## src/hdl/fhr_defines.svh

```systemverilog
// offsets, bit positions, reset values and timing counts of the host registers
// assumes byte-wide host access with a 3-bit register offset
`ifndef FHR_DEFINES_SVH
`define FHR_DEFINES_SVH

// register offsets
`define FHR_OFF_MONITOR   3'h1
`define FHR_OFF_OUT_CTL   3'h2
`define FHR_OFF_TAPE      3'h3
`define FHR_OFF_RATE      3'h4
`define FHR_OFF_DATA      3'h5
`define FHR_OFF_SENSE     3'h7

// rate, alternate control and output control register fields
`define FHR_RATE_SWRST    7
`define FHR_RATE_PDOWN    6
`define FHR_RATE_SHIFT_HI 4
`define FHR_RATE_SHIFT_LO 2
`define FHR_ALT_NOSHIFT   2
`define FHR_OUT_XFER_EN   3

// reset values
`define FHR_RST_BYTE      8'h00
`define FHR_RST_RATE      2'h0
`define FHR_RST_SHIFT     3'h0

// write shift delay, in 41.67 ns steps
`define FHR_SHIFT_STEP_PS 41670
`define FHR_SHIFT_DEFAULT 3'h3
`define FHR_SHIFT_DEF_1M  3'h1
`define FHR_SHIFT_OFF     3'h7
`define FHR_RATE_1M       2'h3

`endif

```

## src/hdl/fhr_pkg.sv

```systemverilog
// types shared by the floppy host register bank
// assumes fhr_defines.svh carries the numeric constants
package fhr_pkg;

   // bit map presented by the monitor and input sense registers
   typedef enum logic [1:0] {
      FHR_BASIC,
      FHR_FULL,
      FHR_ALT
   } fhr_mode_t;

   typedef logic [7:0] fhr_byte_t;

endpackage

```

## src/hdl/fhr_regs.sv

```systemverilog
// host register bank of a floppy controller: monitor, output control,
// tape assignment, rate programming, data port and input sense
// assumes drive pins and configuration inputs are synchronous to clk
// Summary of operation
// - full mode monitor bit 5 returns output control drive select bit 0
// - full mode monitor bit 4 toggles on each write data rising edge
// - full mode monitor bit 3 toggles on each read pulse rising edge
// - full mode monitor bits 2..0 are inverted write gate, motor B, motor A
// - alternate mode bit 7 is second unit absent; bits 6,5 unit B,A selects
// - alternate mode bits 1,0 read 0 while unit D, C is selected
// - alternate mode bits 4..2 are inverted latched write data, read, gate
// - output control is write-only, cleared by the master reset pin
// - without three-mode, tape register holds only its two low bits
// - tape select 00 none, 01..11 units 1..3, never unit 0
// - three-mode tape bits 7:6, 3:2 mirror media boot config 3:2, 1:0
// - three-mode tape bits 5:4 give drive type of last selected unit
// - data rate comes from the latest rate or alternate control write
// - rate bit 7 fires a software reset; bit 6 selects power-down
// - rate bits 4:2 pick write shift delay, default or disabled
// - rate bits 1:0 pick data rate and reduced current output
// - data port shows one stacked register at a time to the host
// - data port FIFO disabled after reset, enabled only by setup
// - basic mode input sense drives only bit 7, inverted media change
// - full mode sense: bit 7 inverted, 6-3 ones, rate, low density
// - alternate sense: bit 7 plain, 6-4 ones, bit 3, no-shift, rate
`timescale 1ns/1ps
`include "fhr_defines.svh"
module fhr_regs
   import fhr_pkg::*;
(
   // clock, reset and freeze
   input  wire logic      clk,
   input  wire logic      sys_rst,
   input  wire logic      clk_en,
   input  wire logic      master_reset_pin,
   // register port
   input  wire logic [2:0] reg_addr,
   input  wire fhr_byte_t reg_wdata,
   input  wire logic      reg_wr,
   input  wire logic      reg_rd,
   output fhr_byte_t      reg_rdata,
   output fhr_byte_t      reg_rdata_oe,
   // static configuration
   input  wire fhr_mode_t compat_mode,
   input  wire logic      three_mode_enable,
   input  wire fhr_byte_t drive_type_config,
   input  wire logic [3:0] media_boot_config,
   // drive cable levels
   input  wire logic      write_data_out_n,
   input  wire logic      read_pulse_in_n,
   input  wire logic      write_gate_n,
   input  wire logic      motor_a_on_n,
   input  wire logic      motor_b_on_n,
   input  wire logic      unit_a_select_n,
   input  wire logic      unit_b_select_n,
   input  wire logic      unit_c_select_n,
   input  wire logic      unit_d_select_n,
   input  wire logic      second_unit_absent,
   input  wire logic      media_changed_n,
   // command engine side
   input  wire fhr_byte_t main_flow_status,
   input  wire fhr_byte_t data_port_byte,
   input  wire logic      setup_load,
   input  wire logic      setup_fifo_on,
   output fhr_byte_t      output_control,
   output logic [1:0]     tape_select,
   output logic [1:0]     rate_select,
   output logic [2:0]     write_shift_select,
   output logic [2:0]     shift_steps,
   output logic           no_shift_flag,
   output logic           reduced_current_n,
   output logic           power_down,
   output logic           soft_reset,
   output logic           fifo_enable,
   output logic           data_wr,
   output logic           data_rd,
   output fhr_byte_t      data_wdata
);

   fhr_byte_t  out_ctl_q, data_wdata_q, rdata_q, rdata_oe_q;
   fhr_byte_t  rdata_d, rdata_oe_d, monitor_full, monitor_alt, tape_view;
   logic [1:0] tape_sel_q, rate_q, last_unit_q, drive_type;
   logic [2:0] shift_sel_q, shift_step_q, shift_step_d;
   logic       wd_prev_q, rd_prev_q, wd_tog_q, rd_tog_q, wd_lat_q, rd_lat_q, we_lat_q;
   logic       no_shift_q, pdown_q, swrst_q, rwc_n_q, fifo_en_q, data_wr_q, data_rd_q;
   logic       wr_rate, wr_alt, wd_rise, rd_rise, low_density;

   assign wr_rate = clk_en && reg_wr && reg_addr == `FHR_OFF_RATE;
   assign wr_alt  = clk_en && reg_wr && reg_addr == `FHR_OFF_SENSE;
   assign wd_rise = write_data_out_n && !wd_prev_q;
   assign rd_rise = read_pulse_in_n && !rd_prev_q;

   // write-only control, master reset clears it
   always_ff @(posedge clk or posedge sys_rst)
   begin
      if (sys_rst)
         out_ctl_q <= `FHR_RST_BYTE;
      else if (clk_en && master_reset_pin)
         out_ctl_q <= `FHR_RST_BYTE;
      else if (clk_en && reg_wr && reg_addr == `FHR_OFF_OUT_CTL)
         out_ctl_q <= reg_wdata;
   end

   // the unit chosen last in output control steers the drive type view
   always_ff @(posedge clk or posedge sys_rst)
   begin
      if (sys_rst)
         last_unit_q <= 2'h0;
      else if (clk_en && reg_wr && reg_addr == `FHR_OFF_OUT_CTL)
         last_unit_q <= reg_wdata[1:0];
   end

   // only the two low bits are storage
   always_ff @(posedge clk or posedge sys_rst)
   begin
      if (sys_rst)
         tape_sel_q <= 2'h0;
      else if (clk_en && reg_wr && reg_addr == `FHR_OFF_TAPE)
         tape_sel_q <= reg_wdata[1:0];
   end

   // last writer of either register sets the rate
   always_ff @(posedge clk or posedge sys_rst)
   begin
      if (sys_rst)
         rate_q <= `FHR_RST_RATE;
      else if (wr_rate || wr_alt)
         rate_q <= reg_wdata[1:0];
   end

   // power-down level and one-cycle software reset
   always_ff @(posedge clk or posedge sys_rst)
   begin
      if (sys_rst)
      begin
         pdown_q     <= 1'b0;
         swrst_q     <= 1'b0;
         shift_sel_q <= `FHR_RST_SHIFT;
      end
      else if (clk_en)
      begin
         swrst_q <= wr_rate && reg_wdata[`FHR_RATE_SWRST];
         if (wr_rate)
         begin
            pdown_q     <= reg_wdata[`FHR_RATE_PDOWN];
            shift_sel_q <= reg_wdata[`FHR_RATE_SHIFT_HI:`FHR_RATE_SHIFT_LO];
         end
      end
   end

   // no-shift flag has no function beyond being read back
   always_ff @(posedge clk or posedge sys_rst)
   begin
      if (sys_rst)
         no_shift_q <= 1'b0;
      else if (wr_alt)
         no_shift_q <= reg_wdata[`FHR_ALT_NOSHIFT];
   end

   // effective shift delay in 41.67 ns steps, 0 when disabled
   always_comb
   begin
      case (shift_sel_q)
         3'h0:
            shift_step_d = (rate_q == `FHR_RATE_1M) ? `FHR_SHIFT_DEF_1M
                                                    : `FHR_SHIFT_DEFAULT;
         `FHR_SHIFT_OFF:
            shift_step_d = 3'h0;
         default:
            shift_step_d = shift_sel_q;
      endcase
   end

   // reduced current is released only at 500K and 1M
   always_ff @(posedge clk or posedge sys_rst)
   begin
      if (sys_rst)
      begin
         rwc_n_q      <= 1'b1;
         shift_step_q <= `FHR_SHIFT_DEFAULT;
      end
      else if (clk_en)
      begin
         rwc_n_q      <= rate_q == 2'h0 || rate_q == 2'h3;
         shift_step_q <= shift_step_d;
      end
   end

   // FIFO starts disabled, only the setup command changes it
   always_ff @(posedge clk or posedge sys_rst)
   begin
      if (sys_rst)
         fifo_en_q <= 1'b0;
      else if (clk_en && setup_load)
         fifo_en_q <= setup_fifo_on;
   end

   // data port strobes pass to the stacked registers of the engine
   always_ff @(posedge clk or posedge sys_rst)
   begin
      if (sys_rst)
      begin
         data_wr_q    <= 1'b0;
         data_rd_q    <= 1'b0;
         data_wdata_q <= `FHR_RST_BYTE;
      end
      else if (clk_en)
      begin
         data_wr_q <= reg_wr && reg_addr == `FHR_OFF_DATA;
         data_rd_q <= reg_rd && reg_addr == `FHR_OFF_DATA;
         if (reg_wr && reg_addr == `FHR_OFF_DATA)
            data_wdata_q <= reg_wdata;
      end
   end

   // write data toggle; read pulse toggle
   always_ff @(posedge clk or posedge sys_rst)
   begin
      if (sys_rst)
      begin
         wd_prev_q <= 1'b1;
         rd_prev_q <= 1'b1;
         wd_tog_q  <= 1'b0;
         rd_tog_q  <= 1'b0;
      end
      else if (clk_en)
      begin
         wd_prev_q <= write_data_out_n;
         rd_prev_q <= read_pulse_in_n;
         if (wd_rise)
            wd_tog_q <= !wd_tog_q;
         if (rd_rise)
            rd_tog_q <= !rd_tog_q;
      end
   end

   // latches; write data is caught only at its rising edge
   always_ff @(posedge clk or posedge sys_rst)
   begin
      if (sys_rst)
      begin
         wd_lat_q <= 1'b0;
         rd_lat_q <= 1'b1;
         we_lat_q <= 1'b1;
      end
      else if (clk_en)
      begin
         if (wd_rise)
            wd_lat_q <= write_data_out_n;
         rd_lat_q <= read_pulse_in_n;
         we_lat_q <= write_gate_n;
      end
   end

   // drive type pair of the unit selected last
   always_comb
   begin
      case (last_unit_q)
         2'h0:    drive_type = drive_type_config[1:0];
         2'h1:    drive_type = drive_type_config[3:2];
         2'h2:    drive_type = drive_type_config[5:4];
         default: drive_type = drive_type_config[7:6];
      endcase
   end

   // low density at 250K and 300K
   assign low_density = rate_q == 2'h1 || rate_q == 2'h2;

   // bit 5; inverted pin levels in bits 2..0
   assign monitor_full = {2'h3, out_ctl_q[0], wd_tog_q, rd_tog_q,
                          !write_gate_n, !motor_b_on_n, !motor_a_on_n};
   // bits 7..5; unit selects in bits 1,0
   assign monitor_alt  = {second_unit_absent, unit_b_select_n,
                          unit_a_select_n, !wd_lat_q, !rd_lat_q,
                          !we_lat_q, unit_d_select_n, unit_c_select_n};
   // select code passes as written; media boot mirrors
   assign tape_view    = three_mode_enable
                         ? {media_boot_config[3:2], drive_type,
                            media_boot_config[1:0], tape_sel_q}
                         : {6'h00, tape_sel_q};

   // read map chosen by the static mode input
   always_comb
   begin
      rdata_d    = `FHR_RST_BYTE;
      rdata_oe_d = 8'hff;
      case (reg_addr)
         `FHR_OFF_MONITOR:
            if (compat_mode == FHR_FULL)
               rdata_d = monitor_full;
            else if (compat_mode == FHR_ALT)
               rdata_d = monitor_alt;
         `FHR_OFF_TAPE:
            rdata_d = tape_view;
         `FHR_OFF_RATE:
            rdata_d = main_flow_status;
         `FHR_OFF_DATA:
            rdata_d = data_port_byte;
         `FHR_OFF_SENSE:
            if (compat_mode == FHR_FULL)
               rdata_d = {!media_changed_n, 4'hf, rate_q, low_density};
            else if (compat_mode == FHR_ALT)
               rdata_d = {media_changed_n, 3'h7, out_ctl_q[`FHR_OUT_XFER_EN],
                          no_shift_q, rate_q};
            else
            begin
               // only bit 7 is driven, rest left floating
               rdata_d    = {!media_changed_n, 7'h00};
               rdata_oe_d = 8'h80;
            end
         default:
            rdata_d = `FHR_RST_BYTE;
      endcase
   end

   // read data stand for one cycle after the strobe, zero otherwise
   always_ff @(posedge clk or posedge sys_rst)
   begin
      if (sys_rst)
      begin
         rdata_q    <= `FHR_RST_BYTE;
         rdata_oe_q <= `FHR_RST_BYTE;
      end
      else if (clk_en)
      begin
         rdata_q    <= reg_rd ? rdata_d : `FHR_RST_BYTE;
         rdata_oe_q <= reg_rd ? rdata_oe_d : `FHR_RST_BYTE;
      end
   end

   assign reg_rdata          = rdata_q;
   assign reg_rdata_oe       = rdata_oe_q;
   assign output_control     = out_ctl_q;
   assign tape_select        = tape_sel_q;
   assign rate_select        = rate_q;
   assign write_shift_select = shift_sel_q;
   assign shift_steps        = shift_step_q;
   assign no_shift_flag      = no_shift_q;
   assign reduced_current_n  = rwc_n_q;
   assign power_down         = pdown_q;
   assign soft_reset         = swrst_q;
   assign fifo_enable        = fifo_en_q;
   assign data_wr            = data_wr_q;
   assign data_rd            = data_rd_q;
   assign data_wdata         = data_wdata_q;
endmodule // fhr_regs

```

## config.mk

```make
export PLATFORM = sky130hd
export DESIGN_NAME = fhr_regs
export DESIGN_NICKNAME = d
export VERILOG_FILES = /design/src/hdl/fhr_pkg.sv /design/src/hdl/fhr_regs.sv
export VERILOG_INCLUDE_DIRS = /design/src /design/src/hdl
export SDC_FILE = /design/constraint.sdc
export NUM_CORES = 1
export LEC_CHECK = 0
export ABC_AREA = 1
export BUFFER_PORTS_ARGS = -buffer_cell sky130_fd_sc_hd__buf_2
export CAP_MARGIN = 10
export CORE_MARGIN = 4
export CORE_UTILIZATION = 44
export CTS_CLUSTER_SIZE = 25
export DETAILED_ROUTE_END_ITERATION = 10
export PLACE_DENSITY = 0.76
export SYNTH_ARGS = -nofsm -noshare
export SYNTH_HDL_FRONTEND = slang
export SYNTH_SLANG_ARGS = --single-unit
```

## constraint.sdc

```tcl
create_clock -name clk -period 1.4 [get_ports clk]
set_clock_uncertainty 0.05 [all_clocks]
set_input_delay 0.07 -clock clk [delete_from_list [all_inputs] [get_ports clk]]
set_output_delay 0.07 -clock clk [all_outputs]
set_load 0.05 [all_outputs]
```

==> metrics.cfg <==
[final_layout]
design_area_sq_um = 3640
drive_gt1_share_pct = 35.94
final_net_count = 536
num_antenna_cells = 0
area_delta_synth_final_pct = 30.33
final_core_util_pct = 60.40

[logic_synthesis]
postSynthCellCount = 353
ys_seq_elements = 51
syn-num-nets = 417
synthesis.area_sq_um = 2793
syn_area_per_cell_sq_um = 7.911
yosysUniqueCellTypes = 36
synth_seq_area_share_pct = 45.97
yosys_warnings = 0

[critical_path]
slowest_delay_ns = 0.44
cp-start-kind = flip-flop
r2r_end = reg_rdata[0]
crit_arrival_ns = 1.47
crit_family = flip-flops
crit_type = reg2reg
critPathMaxFanout = 2
cp_data_required_time_ns = 1.54
r2r-start = rate_select[1]
reg2reg_slack_ns = 0.07
worstSetupEndpointType = flip-flop
critPathSlowestCell = dfrtp_2
path_cells = ha_4 -> or2_4 -> nand3_2 -> nand2_2 -> o21ai_2 -> nand2_1
path_buf_inv = 0
reg2regPathDepth = 6

[route]
first_pass_iters = 4
vias = 2749
routed_wl_microns = 7819
drtAntennaViolNets = 0
wire_per_inst_microns = 14.27
drtIter0Drc = 223
via_per_inst = 5.016
drc = 0

[pwr]
power_mw = 4.433
p_int_mw = 2.590
seq_power_share_pct = 42.6
power_density_nw_per_um2 = 1218
power.net_switching_mw = 1.843
pwr-share-clk_pct = 20.3
swShare_pct = 41.58
p_leak_nw = 2.023
ir_drop_uv = 798.7
power_frac_comb_pct = 37.1

[clocking]
cts_tree = yes
cts_max_level = 2
path_clk_slew_ns = 0.09
cts.sinks = 51
insertion_delay_ns = 0.30
cts_buffers = 5
clockBufferDepth = 2
cts_root_buf = clkbuf_8

[place]
dp_hpwl_microns = 5948
gp_congestion = 0.8737
portBuffers = 109
post_dp_cell_area_sq_um = 3405

[timing]
whs_ns = -0.04349
worst_slew_pin_slew_ns = 0.4430
rsz0062_at_grt = no
final-hold-violation-count = 1
max_freq_ghz = 0.7540
drv_slew = 0
period_needed_ns = 1.326
period_share_pct = 94.73
relSlewSlack_pct = 70.47
setup_viol = 0

[grt]
grtUsageTotal_pct = 20.91
grt_pass1_vias = 2708
grt_pass1_wl_microns = 12590
grt_overflow_total = 0
grt_max_degree = 40
grt_antenna_before_repair = 0

[floorplan]
die_h_microns = 87.67
fp.dieW_microns = 87.67
design.core.area_sq_um = 6026
initial_core_util_pct = 46.35
fp.dieArea_sq_um = 7686
io_pins = 110
rows = 28

[run_status]
status = finished, violations left
violations = negative hold slack

[min_path]
hold_path_depth = 3
hp-class = in2reg
holdPathEnd = fifo_enable
hold_start = setup_fifo_on

[job]
maxCapViolations = 0

-- power by group through the flow --
stage / clock network [mW] / registers, mW / logic, mW
2_1_floorplan: 0 / 2.53 / 0.560
3_3_place_gp: 0 / 1.91 / 1.60
3_5_place_dp: 0 / 1.91 / 1.62
4_1_cts: 0.922 / 1.89 / 1.66
5_1_grt: 0.984 / 1.92 / 1.77
6_report: 0.899 / 1.89 / 1.65
-- cell families (layout without fill, tap and decap cells) --
kind of cell             after synthesis  after routing  synth area share [%]
flip-flops                            51             51                 45.97
buffers and inverters                 45            165                 7.885
adder cells (fa/ha/maj)                3              3                 1.344
AO/OA/AOI/OAI                         48             48                 9.543
AND/OR/NAND/NOR                      200            200                 32.75
XOR/XNOR                               2              2                0.6274
multiplexers                           4              4                 1.882
-- worst min-delay path, stage by stage --
cell and delay (ns):
buf_2 0.09, inv_1 0.04, a31oi_1 0.07
-- sequential cells by signal (all words and copies together) (netlist names) --
name                flops
tape_select             2
data_wdata              8
fifo_enable             1
reduced_current_n       1
rate_select             2
reg_rdata               8
wd_lat_q                1
soft_reset              1
data_wr                 1
reg_rdata_oe            2
rd_tog_q                1
no_shift_flag           1
data_rd                 1
last_unit_q             2
we_lat_q                1
wd_prev_q               1
output_control          8
shift_steps             3
write_shift_select      3
wd_tog_q                1
power_down              1
rd_lat_q                1
-- synth_stat cells, drive strengths merged --
| library cell | number | share of area [%] |
|---|---|---|
| nand2 | 123 | 18 |
| dfrtp | 45 | 40 |
| nor2 | 35 | 6.9 |
| nand3 | 34 | 6.3 |
| o21ai | 31 | 5.7 |
| inv | 29 | 4.0 |
| buf | 13 | 3.4 |
| a21oi | 12 | 2.4 |
| dfstp | 6 | 5.6 |
| mux2 | 4 | 1.9 |
| or2 | 4 | 0.90 |
| ha | 3 | 1.3 |
| nand4 | 3 | 0.67 |
| a21boi | 2 | 0.67 |
| a31oi | 2 | 0.45 |
| clkbuf | 2 | 0.27 |
| xor2 | 2 | 0.63 |
| clkinv | 1 | 0.18 |
| nand3b | 1 | 0.27 |
| o22a | 1 | 0.31 |
-- how the worst max path moves through the flow --
stage | start | endpoint | cells after the start
after floorplan | rate_select[1] | reg_rdata[0] | 6
after global placement | compat_mode[0] | reg_rdata[3] | 10
after detailed placement | compat_mode[1] | reg_rdata[3] | 11
after CTS | rate_select[1] | reg_rdata[0] | 6
after global routing | rate_select[1] | reg_rdata[0] | 6
final | rate_select[1] | reg_rdata[0] | 6
-- metrics by stage --
stage               setup WS (ns)   TNS, ns  cells
floorplan                -0.04387  -0.04387    353
global placement          0.09558         0    527
detailed placement        0.04223         0    527
CTS                       0.04630         0    549
global route              0.01631         0    548
finish                    0.07381         0    548
-- routing by layer --
| layer | global-route usage, % | part of all wire, % |
|---|---|---|
| met1 | 27.46 | 42 |
| met2 | 35.41 | 49 |
| met3 | 4.045 | 8.0 |
| met4 | 5.579 | 0.83 |
| met5 | 0 | 0 |
-- cells in the final DEF, fill, tap and decap left out, types with 3 or more instances in the layout --
cell type and n:
a21oi_1 9, a21oi_2 3, buf_2 109, buf_4 4, clkbuf_8 6, dfrtp_1 43, dfstp_2 6, dlygate4sd3_1 13
inv_1 22, inv_2 5, nand2_1 115, nand2_2 5, nand2_4 3, nand3_1 32, nand4_1 3, nor2_1 27
nor2_2 3, nor2_4 3, o21ai_0 26, o21ai_1 3, or2_2 3
-- timing repair --
item                                    4_1_cts  5_1_grt
buffers inserted                              0        0
hold endpoints to repair                     65        0
gates resized for setup                       0        3
endpoints found under the setup margin        0        2
hold buffers                                 14        0
-- area by class of cell --
| class | instances | area [sq um] |
|---|---|---|
| inverter | 30 | 120.1 |
| timing repair buffer | 127 | 725.7 |
| clock buffer | 7 | 86.33 |
| tap | 75 | 93.84 |
| clock inverter | 1 | 8.758 |
| fill | 565 | 2386 |
| sequential | 51 | 1286 |
| multi-input combinational | 257 | 1319 |
Note: power is estimated with default switching activity, not from simulation.
